$ cat src/rtl/host_port_consts.svh
// constants for the host shared-memory and flags port
`ifndef HOST_PORT_CONSTS_SVH
`define HOST_PORT_CONSTS_SVH

// ----------------------------------------------------------------------
// host address decode
// ----------------------------------------------------------------------
`define HP_ADDR_W        17
`define HP_ADDR_TOP      16
`define HP_ADDR_A2       2
`define HP_ADDR_A1       1
`define HP_ADDR_A0       0
`define HP_DATA_W        16
`define HP_WIN_W         16

// ----------------------------------------------------------------------
// flags register, local cpu address and layouts
// ----------------------------------------------------------------------
`define FLAGS_CPU_ADDR   32'hffa0_003c
`define FLAGS_RESET      8'h00
`define FLAGS_W          8
// normal layout
`define N_RST            7
`define N_H2C            6
`define N_SPARE          5
`define N_EN             4
`define N_SEL            3
`define N_IRQA           2
`define N_IRQB           1
`define N_CLR            0
// alternate layout
`define L_SPARE          5
`define L_RST            4
`define L_CLR            3
`define L_EN             2
`define L_IRQB           1
`define L_H2C            0

// ----------------------------------------------------------------------
// misc
// ----------------------------------------------------------------------
`define SYNC_BITS        35
`define SYNC_RESET       35'h7_ffff_ffff
`define ZERO_BYTE        8'h00
`define ZERO_WIN         16'h0000

`endif

$ cat src/rtl/host_port_pkg.sv
// types shared by the host port design files
package host_port_pkg;

  typedef enum logic [2:0] {
    ST_IDLE,
    ST_REG,
    ST_MEM,
    ST_HOLD
  } port_state_e;

  typedef logic [7:0] flags_t;

endpackage : host_port_pkg

$ cat src/rtl/pin_sync.sv
// two-stage synchroniser for a group of pin inputs
`timescale 1ns/1ps
`default_nettype none

module pin_sync #(
  parameter int                  WIDTH     = 1,
  parameter logic [WIDTH-1:0]    RESET_VAL = '0
) (
  input  wire logic              clk_sys,
  input  wire logic              rst,
  input  wire logic [WIDTH-1:0]  pin_in,
  output var  logic [WIDTH-1:0]  pin_sync_out
);

  logic [WIDTH-1:0] meta_q;

  // first stage is read only by the second stage
  genvar i;
  generate
    for (i = 0; i < WIDTH; i++)
    begin : g_bit
      always_ff @(posedge clk_sys or posedge rst)
      begin
        if (rst)
        begin
          meta_q[i]       <= RESET_VAL[i];
          pin_sync_out[i] <= RESET_VAL[i];
        end
        else
        begin
          meta_q[i]       <= pin_in[i];
          pin_sync_out[i] <= meta_q[i];
        end
      end
    end
  endgenerate

endmodule : pin_sync

`default_nettype wire

$ cat src/rtl/host_port.sv
// host port: shared memory window, flags register and host interrupts
`timescale 1ns/1ps
`default_nettype none
`include "host_port_consts.svh"

module host_port (
  input  wire logic                      clk_sys,
  input  wire logic                      rst,
  input  wire logic                      host_reset_n,
  input  wire logic                      soft_reset,
  input  wire logic                      host_chip_select_n,
  input  wire logic                      host_read_write,
  input  wire logic [`HP_ADDR_W-1:0]     host_addr,
  input  wire logic [`HP_DATA_W-1:0]     host_data_in,
  output var  logic [`HP_DATA_W-1:0]     host_data_out,
  output var  logic                      host_data_oe,
  output var  logic                      host_ack_n,
  output var  logic                      xcvr_enable_n,
  output var  logic                      xcvr_direction,
  output var  logic                      host_irq_out1_n,
  output var  logic                      host_irq_out2_n,
  input  wire logic                      mode_shared,
  input  wire logic                      mode_fifo,
  input  wire logic                      port_16bit,
  input  wire logic                      alt_layout_sel,
  input  wire logic [31:0]               ram_base,
  output var  logic                      mem_req,
  output var  logic                      mem_we,
  output var  logic [31:0]               mem_addr,
  output var  logic [`HP_DATA_W-1:0]     mem_wdata,
  input  wire logic                      mem_ack,
  input  wire logic [`HP_DATA_W-1:0]     mem_rdata,
  input  wire logic                      cpu_flags_wr,
  input  wire host_port_pkg::flags_t     cpu_flags_wdata,
  output var  host_port_pkg::flags_t     cpu_flags_rdata,
  input  wire logic                      cpu_pending_clr,
  input  wire logic                      host_irq_cpu_enable_n,
  output var  logic                      host_irq_pending_n,
  output var  logic                      cpu_irq,
  input  wire logic                      cpu_pulse_irq,
  input  wire logic                      fifo_irq_status,
  output var  logic                      core_reset_req
);

  import host_port_pkg::*;

  // ----------------------------------------------------------------------
  // pin synchronisers
  // ----------------------------------------------------------------------
  logic [`SYNC_BITS-1:0]   pins_raw;
  logic [`SYNC_BITS-1:0]   pins_s;
  logic                    cs_n_s;
  logic                    rd_s;
  logic [`HP_ADDR_W-1:0]   addr_s;
  logic [`HP_DATA_W-1:0]   data_s;

  // address and data are stable while select is low, so they ride along
  assign pins_raw = {host_chip_select_n, host_read_write, host_addr, host_data_in};

  pin_sync #(
    .WIDTH     (`SYNC_BITS),
    .RESET_VAL (`SYNC_RESET)
  ) u_sync (
    .clk_sys      (clk_sys),
    .rst          (rst),
    .pin_in       (pins_raw),
    .pin_sync_out (pins_s)
  );

  assign cs_n_s = pins_s[`SYNC_BITS-1];
  assign rd_s   = pins_s[`SYNC_BITS-2];
  assign addr_s = pins_s[`HP_ADDR_W+`HP_DATA_W-1:`HP_DATA_W];
  assign data_s = pins_s[`HP_DATA_W-1:0];

  // ----------------------------------------------------------------------
  // flags register view
  // ----------------------------------------------------------------------
  function automatic flags_t host_view(input flags_t f, input logic alt);
    flags_t v;
    logic   rst_rd;
    v      = `FLAGS_RESET;
    rst_rd = f[`N_RST] | f[`N_CLR];
    if (alt)
    begin
      v[`L_SPARE] = f[`N_SPARE];
      v[`L_RST]   = rst_rd;
      v[`L_CLR]   = f[`N_CLR];
      v[`L_EN]    = f[`N_EN];
      v[`L_IRQB]  = f[`N_IRQB];
      v[`L_H2C]   = f[`N_H2C];
    end
    else
    begin
      v           = f;
      v[`N_RST]   = rst_rd;
    end
    return v;
  endfunction : host_view

  // ----------------------------------------------------------------------
  // address decode
  // ----------------------------------------------------------------------
  port_state_e state_q;
  port_state_e state_d;

  logic port_on;
  logic access_start;
  logic low_zero;
  logic sel_flags;
  logic sel_clr_cmd;
  logic sel_fixed;

  assign port_on      = mode_shared | mode_fifo;
  assign access_start = (state_q == ST_IDLE) & ~cs_n_s & port_on;
  assign low_zero     = ~addr_s[`HP_ADDR_A2] & ~addr_s[`HP_ADDR_A1];
  assign sel_flags    = addr_s[`HP_ADDR_TOP] & low_zero & ~addr_s[`HP_ADDR_A0];
  // shared mode ignores A2 and A1 for the clear command
  assign sel_clr_cmd  = addr_s[`HP_ADDR_TOP] & addr_s[`HP_ADDR_A0] &
                        (mode_shared | low_zero);
  // every A16 location answers with fixed timing, never a memory cycle
  assign sel_fixed    = addr_s[`HP_ADDR_TOP];

  // ----------------------------------------------------------------------
  // access sequencer
  // ----------------------------------------------------------------------
  always_comb
  begin
    state_d = state_q;
    unique case (state_q)
      ST_IDLE:
      begin
        if (access_start)
        begin
          state_d = sel_fixed ? ST_REG : ST_MEM;
        end
      end
      ST_REG:
      begin
        state_d = ST_HOLD;
      end
      ST_MEM:
      begin
        if (mem_ack)
        begin
          state_d = ST_HOLD;
        end
      end
      ST_HOLD:
      begin
        if (cs_n_s)
        begin
          state_d = ST_IDLE;
        end
      end
    endcase
  end

  always_ff @(posedge clk_sys or posedge rst)
  begin
    if (rst)
    begin
      state_q <= ST_IDLE;
    end
    else
    begin
      state_q <= state_d;
    end
  end

  // ----------------------------------------------------------------------
  // host handshake pins
  // ----------------------------------------------------------------------
  logic mem_done;
  logic reg_done;
  logic cycle_end;

  assign mem_done  = (state_q == ST_MEM) & mem_ack;
  assign reg_done  = (state_q == ST_REG);
  assign cycle_end = (state_q == ST_HOLD) & cs_n_s;

  always_ff @(posedge clk_sys or posedge rst)
  begin
    if (rst)
    begin
      host_ack_n     <= 1'b1;
      xcvr_enable_n  <= 1'b1;
      xcvr_direction <= 1'b0;
      host_data_oe   <= 1'b0;
    end
    else if (access_start)
    begin
      host_ack_n     <= 1'b0;
      xcvr_enable_n  <= 1'b0;
      xcvr_direction <= rd_s;
      host_data_oe   <= rd_s;
    end
    else if (mem_done | reg_done)
    begin
      host_ack_n     <= 1'b1;
    end
    else if (cycle_end)
    begin
      xcvr_enable_n  <= 1'b1;
      host_data_oe   <= 1'b0;
    end
  end

  // ----------------------------------------------------------------------
  // memory window access
  // ----------------------------------------------------------------------
  logic [31:0] win_addr;

  assign win_addr = ram_base + {`ZERO_WIN, addr_s[`HP_WIN_W-1:0]};

  always_ff @(posedge clk_sys or posedge rst)
  begin
    if (rst)
    begin
      mem_req   <= 1'b0;
      mem_we    <= 1'b0;
      mem_addr  <= '0;
      mem_wdata <= '0;
    end
    else if (access_start & ~sel_fixed)
    begin
      mem_req   <= 1'b1;
      mem_we    <= ~rd_s;
      mem_addr  <= win_addr;
      mem_wdata <= data_s;
    end
    else if (mem_done)
    begin
      mem_req   <= 1'b0;
    end
  end

  // ----------------------------------------------------------------------
  // host write decode of the flags byte
  // ----------------------------------------------------------------------
  flags_t flags;
  flags_t wr_byte;
  logic   host_wr_flags;
  logic   host_clr_cmd;
  logic   w_rst;
  logic   w_h2c;
  logic   w_spare;
  logic   w_en;
  logic   w_sel;
  logic   w_clr;
  logic   clr_fall;
  logic   irq_clear;

  assign host_wr_flags = reg_done & sel_flags & ~rd_s;
  assign host_clr_cmd  = reg_done & sel_clr_cmd & ~rd_s;
  assign wr_byte = port_16bit ? data_s[`FLAGS_W-1:0]
                              : data_s[`HP_DATA_W-1:`FLAGS_W];

  assign w_rst   = alt_layout_sel ? wr_byte[`L_RST]   : wr_byte[`N_RST];
  assign w_h2c   = alt_layout_sel ? wr_byte[`L_H2C]   : wr_byte[`N_H2C];
  assign w_spare = alt_layout_sel ? wr_byte[`L_SPARE] : wr_byte[`N_SPARE];
  assign w_en    = alt_layout_sel ? wr_byte[`L_EN]    : wr_byte[`N_EN];
  // no sel bit in the alternate view, so it keeps its value there
  assign w_sel   = alt_layout_sel ? flags[`N_SEL]     : wr_byte[`N_SEL];
  assign w_clr   = alt_layout_sel ? wr_byte[`L_CLR]   : wr_byte[`N_CLR];

  // one then zero on the clear bit drops all three cpu interrupts: irq_a_q, irq_b_q and pulse_q
  assign clr_fall  = host_wr_flags & flags[`N_CLR] & ~w_clr;
  assign irq_clear = clr_fall | host_clr_cmd;

  // ----------------------------------------------------------------------
  // host-owned bits: reset only by the host reset pin; h2c is also cleared by cpu_pending_clr
  // ----------------------------------------------------------------------
  logic rst_req_q;
  logic h2c_q;
  logic spare_q;
  logic en_q;
  logic sel_q;
  logic clr_q;
  logic h2c_set;

  assign h2c_set = host_wr_flags & w_h2c;

  always_ff @(posedge clk_sys or negedge host_reset_n)
  begin
    if (!host_reset_n)
    begin
      rst_req_q <= 1'b0;
      h2c_q     <= 1'b0;
      spare_q   <= 1'b0;
      en_q      <= 1'b0;
      sel_q     <= 1'b0;
      clr_q     <= 1'b0;
    end
    else
    begin
      if (host_wr_flags)
      begin
        rst_req_q <= w_rst;
        spare_q   <= w_spare;
        en_q      <= w_en;
        sel_q     <= w_sel;
        clr_q     <= w_clr;
      end
      // set wins over the cpu clear in the same cycle
      h2c_q <= h2c_set | (h2c_q & ~cpu_pending_clr);
    end
  end

  // ----------------------------------------------------------------------
  // cpu-owned interrupt bits: cleared by local resets
  // ----------------------------------------------------------------------
  logic irq_a_q;
  logic irq_b_q;
  logic irq_a_d;
  logic irq_b_d;
  logic pulse_q;

  // a cpu set beats a host clear arriving in the same cycle
  assign irq_a_d = (cpu_flags_wr & cpu_flags_wdata[`N_IRQA]) |
                   (irq_a_q & ~irq_clear & ~cpu_flags_wr);
  assign irq_b_d = (cpu_flags_wr & cpu_flags_wdata[`N_IRQB]) |
                   (irq_b_q & ~irq_clear & ~cpu_flags_wr);

  always_ff @(posedge clk_sys or posedge rst)
  begin
    if (rst)
    begin
      irq_a_q <= 1'b0;
      irq_b_q <= 1'b0;
      pulse_q <= 1'b0;
    end
    else if (soft_reset)
    begin
      irq_a_q <= 1'b0;
      irq_b_q <= 1'b0;
      pulse_q <= 1'b0;
    end
    else
    begin
      irq_a_q <= irq_a_d;
      irq_b_q <= irq_b_d;
      pulse_q <= cpu_pulse_irq | (pulse_q & ~irq_clear);
    end
  end

  assign flags = {rst_req_q, h2c_q, spare_q, en_q, sel_q, irq_a_q, irq_b_q, clr_q};

  // ----------------------------------------------------------------------
  // host-to-cpu pending flag
  // ----------------------------------------------------------------------
  logic pending_d;

  assign pending_d = h2c_set | (~host_irq_pending_n & ~cpu_pending_clr);

  always_ff @(posedge clk_sys or posedge rst)
  begin
    if (rst)
    begin
      host_irq_pending_n <= 1'b1;
      cpu_irq            <= 1'b0;
    end
    else
    begin
      host_irq_pending_n <= ~pending_d;
      cpu_irq            <= pending_d & ~host_irq_cpu_enable_n;
    end
  end

  // ----------------------------------------------------------------------
  // host interrupt pins
  // ----------------------------------------------------------------------
  logic irq_cond;
  logic irq_live;

  assign irq_cond = irq_a_q | irq_b_q | pulse_q | fifo_irq_status;
  assign irq_live = irq_cond & en_q;

  always_ff @(posedge clk_sys or posedge rst)
  begin
    if (rst)
    begin
      host_irq_out1_n <= 1'b1;
      host_irq_out2_n <= 1'b1;
    end
    else
    begin
      host_irq_out1_n <= ~(irq_live & ~sel_q);
      host_irq_out2_n <= ~(irq_live & sel_q);
    end
  end

  // ----------------------------------------------------------------------
  // read data and reset request
  // ----------------------------------------------------------------------
  flags_t host_rd;

  assign host_rd = host_view(flags, alt_layout_sel);

  always_ff @(posedge clk_sys or posedge rst)
  begin
    if (rst)
    begin
      host_data_out   <= '0;
      cpu_flags_rdata <= `FLAGS_RESET;
      core_reset_req  <= 1'b0;
    end
    else
    begin
      if (reg_done & sel_flags & rd_s)
      begin
        host_data_out <= port_16bit ? {`ZERO_BYTE, host_rd}
                                    : {host_rd, `ZERO_BYTE};
      end
      else if (mem_done & ~mem_we)
      begin
        host_data_out <= mem_rdata;
      end
      cpu_flags_rdata <= flags;
      // host port and memory stay out of this reset
      core_reset_req  <= rst_req_q;
    end
  end

endmodule : host_port

`default_nettype wire

$ cat config.mk
export PLATFORM = sky130hd
export DESIGN_NAME = host_port
export DESIGN_NICKNAME = d
export VERILOG_FILES = /design/src/rtl/host_port_pkg.sv /design/src/rtl/pin_sync.sv /design/src/rtl/host_port.sv
export VERILOG_INCLUDE_DIRS = /design/src /design/src/rtl
export SDC_FILE = /design/constraint.sdc
export NUM_CORES = 1
export LEC_CHECK = 0
export BUFFER_PORTS_ARGS = -buffer_cell sky130_fd_sc_hd__buf_2
export CAP_MARGIN = 20
export CORE_UTILIZATION = 52
export DETAILED_ROUTE_END_ITERATION = 10
export PLACE_DENSITY_LB_ADDON = 0.25
export SKIP_CTS_REPAIR_TIMING = 1
export SYNTH_ARGS = -nofsm -noshare
export SYNTH_HDL_FRONTEND = slang
export SYNTH_SLANG_ARGS = --single-unit
$ cat constraint.sdc
create_clock -name clk_sys -period 5.4 [get_ports clk_sys]
set_clock_uncertainty 0.15 [all_clocks]
set_input_delay 0.54 -clock clk_sys [delete_from_list [all_inputs] [get_ports clk_sys]]
set_output_delay 0.54 -clock clk_sys [all_outputs]
set_load 0.03 [all_outputs]
==> metrics.md <==
| Metric | Value |
|---|---|
| Result of the run | `finished, final reports clean` |
| Filler instances | `~1000` |
| Yosys reg bits | `between 150 and 200` |
| Gate power share | `33.6%` |
| Power per unit of standard cell area | `about 530 nW/um^2` |
| Top Family by Delay on Critical Path | `compound AO/OA/AOI/OAI gates` |
| Setup total negative slack | `0 ps` |
| Post-route setup slack | `2400 ps` |
| Sort of element at the start of the critical path | `flop` |
| Std cell rows | `41` |
| Count of antenna diodes in the layout | `0` |
| Buffers from clock root to sink, at most | `2` |
| Die X | `116 um` |
| P_leak | `approximately 4.0 nW` |
| Multiplexer area fraction after synthesis | `2.92%` |
| Final HPWL DP | `about 11 mm` |
| Number of buffers and inverters on the critical path | `0` |
| Largest net degree at the start of global routing | `117` |
| Portion of synthesized cell area occupied by the leading cell type | `between 30% and 40%` |
| Slowest stage delay, CP | `between 600 and 700 ps` |
| CTS buffer count | `17` |
| Most used DFF post-synth | `dfrtp_1` |
| Combinational family with the most area after synthesis | `simple AND/OR/NAND/NOR gates` |
| Vertical die dimension | `116 um` |
| Hold violation total from the final report | `0` |
| Total iterations of the first detailed-routing run | `4` |
| Share of flip-flops with an asynchronous set or reset after synthesis | `100%` |
| Count of flip-flops with a built-in enable after synthesis | `0` |
| Maximum level of the CTS H-tree | `4` |
| Most common library cell in the layout ignoring fill and taps | `buf_2` |
| Number of top-level design ports | `~190` |
| Sink Count | `roughly 160` |
| Critical path required time | `around 5600 ps` |
| Count of max-cap constraint violations | `0` |
| Time the final worst path needs with I/O delays and setup | `3000 ps` |
| Placement Cell Area | `7780 um^2` |
| Synthesized netlist net count | `just over 700` |
| Critical Path, Cell by Cell | `ha_1 > fa_1 > a21oi_1 > nor2_2 > o21ai_2 > o21ai_2 > a311oi_2 > o21ai_0 > a31oi_1` |
| Wirelength per Cell | `about 16 um` |
| Length of routed met3 wiring | `~800 um` |
| Sequential fraction of design power | `between 30 and 40%` |
| Global route overflow | `0` |
| Maximum achievable frequency | `roughly 330 MHz` |
| Synthesis-to-layout area growth | `26.0%` |
| Fraction of final layout cells sized beyond drive strength 1 | `between 40% and 50%` |
| Via count of the first global-routing pass | `a little under 5000` |
| Post-synthesis cell count | `a little under 600` |
| Hold WC Path Type | `in -> reg` |
| Final design instance area without fill | `between 8000 and 9000 um^2` |
| Initial antenna violation count | `0` |
| Avg Cell Area, Syn | `11.3 um^2` |
| Largest fanout on the critical path | `11` |
| Area share of fa/ha/maj cells after synthesis | `4.02%` |
| Violation count after the first detailed-route iteration | `about 260` |
| Area fraction in compound gates after synthesis | `around an eighth` |
| Clock network power share | `between 20 and 30%` |
| Kind of end point of the critical path | `flop` |
| Most frequent cells in the layout | `buf_2 (181), nand2_1 (109), dfrtp_1 (88)` |
| RSZ-0062 raised after global routing | `false` |
| XOR/XNOR share of the synthesized area | `roughly 2.7%` |
| Cell area after technology mapping | `6730 um^2` |
| Total GRT Usage | `23.5%` |
| Uppermost signal routing layer after detailed routing | `met4` |
| Yosys warnings | `0` |
| Sequential-to-total area share from yosys stat | `approximately 62%` |
| Post-synth cell types | `57` |
| Initial standard-cell utilization of the core | `a little over half` |
| Final net count | `907` |
| Die footprint | `13400 um^2` |
| Cells taking the most area after synthesis | `dfrtp_1 (33%), dfstp_2 (29%), nand2_1 (6.1%), ha_1 (3.7%), a21oi_1 (3.3%)` |
| Net switching power | `between 1.5 and 2 mW` |
| Skew-Pair Late Insertion Delay | `430 ps` |
| Biggest area consumer among synthesized cells | `dfrtp_1` |
| Total via count after detailed routing | `between 5000 and 6000` |
| Root buffer cell | `clkbuf_16` |
| Buffers added on ports | `about 180` |
| Worst setup slack before clock tree synthesis | `between 2000 and 2500 ps` |
| Basic-gate share of the synthesized area counting and, or, nand and nor cells | `~14%` |
| Core Area | `between 10000 and 15000 um^2` |
| Worst IR drop on VDD | `between 0.0002 and 0.0003 V` |
| Cell-internal power | `about 2.7 mW` |
| Sw Share | `between 30 and 40%` |
| Final max-slew violation count | `0` |
| Worst rel slew slack | `between 50 and 60%` |
| Cell repeated most along the worst path | `o21ai_2` |
| Final setup violation count | `0` |
| Vias per std cell | `5.26` |
| Antenna-violating nets left | `0` |
| Critical-path cell with the highest stage delay | `a311oi_2` |
| Slew at the pin closest to its max-slew limit | `~720 ps` |
| Final total power | `4.46 mW` |
| Weighted congestion reported at the end of routability-driven placement | `between 0.8 and 0.9` |
| Global-route wire length before repair | `23.6 mm` |
| TritonCTS clock tree | `built` |
| Worst hold margin | `approximately 53 ps` |
| Remaining routing DRC violations | `0` |
| Period utilisation layout | `approximately 56%` |
| Detailed-route wire length on metal 1 | `between 6 and 7 mm` |
| Clock input transition at the sequential cells of the worst setup and hold paths | `roughly 70 ps` |
| Routed met2 length | `7.33 mm` |
| Type of the worst setup path | `reg -> reg` |
| Data arrival time of the critical path | `~3200 ps` |
| Wire length reported by the detailed router | `15.1 mm` |
-- per-layer routing --
metal | global-route usage (%) | vias up
met5 | 0 | -
met4 | 12.7 | 0
met3 | 5.96 | 32
met2 | 37.5 | 152
met1 | 29.6 | 2475
li1 | - | 2423
-- metrics by stage --
stage	util [%]	instances
floorplan	-	595
global placement	61.7	929
detailed placement	61.7	929
CTS	66.5	961
global route	67.2	966
finish	67.2	966
-- power groups by stage --
stage,combinational [mW],clock [mW],sequential [mW]
after global placement,1.45,0,1.74
after detailed placement,1.48,0,1.76
after floorplan,0.484,0,2.28
final,1.50,1.22,1.74
after CTS,1.49,1.24,1.75
after global routing,1.63,1.30,1.78
-- sequential cells by signal (all words and copies together), names as in the netlist, 2 cells and up --
register and flops:
mem_wdata 16, mem_addr 32, u_sync.meta_q 35, u_sync.pin_sync_out 35, cpu_flags_rdata 7, host_data_out 16
state_q 2
-- cell type report --
cell class | count | area (um^2) | share of cell area (%)
Clock buffer | 19 | 475 | 5.61
Multi-Input combinational cell | 394 | 2400 | 28.4
Clock inverter | 13 | 131 | 1.55
Timing Repair Buffer | 189 | 1010 | 11.9
Sequential cell | 163 | 4170 | 49.2
Inverter | 16 | 65.1 | 0.768
Tap cell | 172 | 215 | 2.54
-- cell usage after synthesis (all sizes together), types with 4 or more instances --
master	count
a211oi	5
a21o	6
a21oi	44
a31oi	8
and3	11
buf	11
clkbuf	11
dfrtp	88
dfstp	75
ha	20
inv	16
mux2	5
mux2i	5
mux4	4
nand2	109
nand3	10
nand4	6
nor2	37
nor3	6
nor4	4
o21ai	47
or3	4
xnor2	7
xor2	14
-- final timing paths --
kind                                         start                      end  slack [ps]  cells after the start
hold / removal                        host_addr[3]        u_sync.meta_q[19]          50                      1
min in group asynchronous             host_reset_n                  spare_q         310                      2
max in group asynchronous                      rst  u_sync.pin_sync_out[32]        3320                      5
hold reg to reg                  u_sync.meta_q[33]  u_sync.pin_sync_out[33]         200                      0
setup reg to reg           u_sync.pin_sync_out[16]             mem_addr[18]        2400                      9
setup / recovery           u_sync.pin_sync_out[16]             mem_addr[18]        2400                      9
-- cell families (layout without fill, tap and decap cells) --
family / after synthesis / after routing
compound gates: 132 / 132
xor+xnor: 21 / 21
fa+ha+maj: 21 / 21
buf+inv: 38 / 237
flops: 163 / 163
mux: 14 / 14
simple gates: 206 / 206
Power figures use the tool's default switching activity.
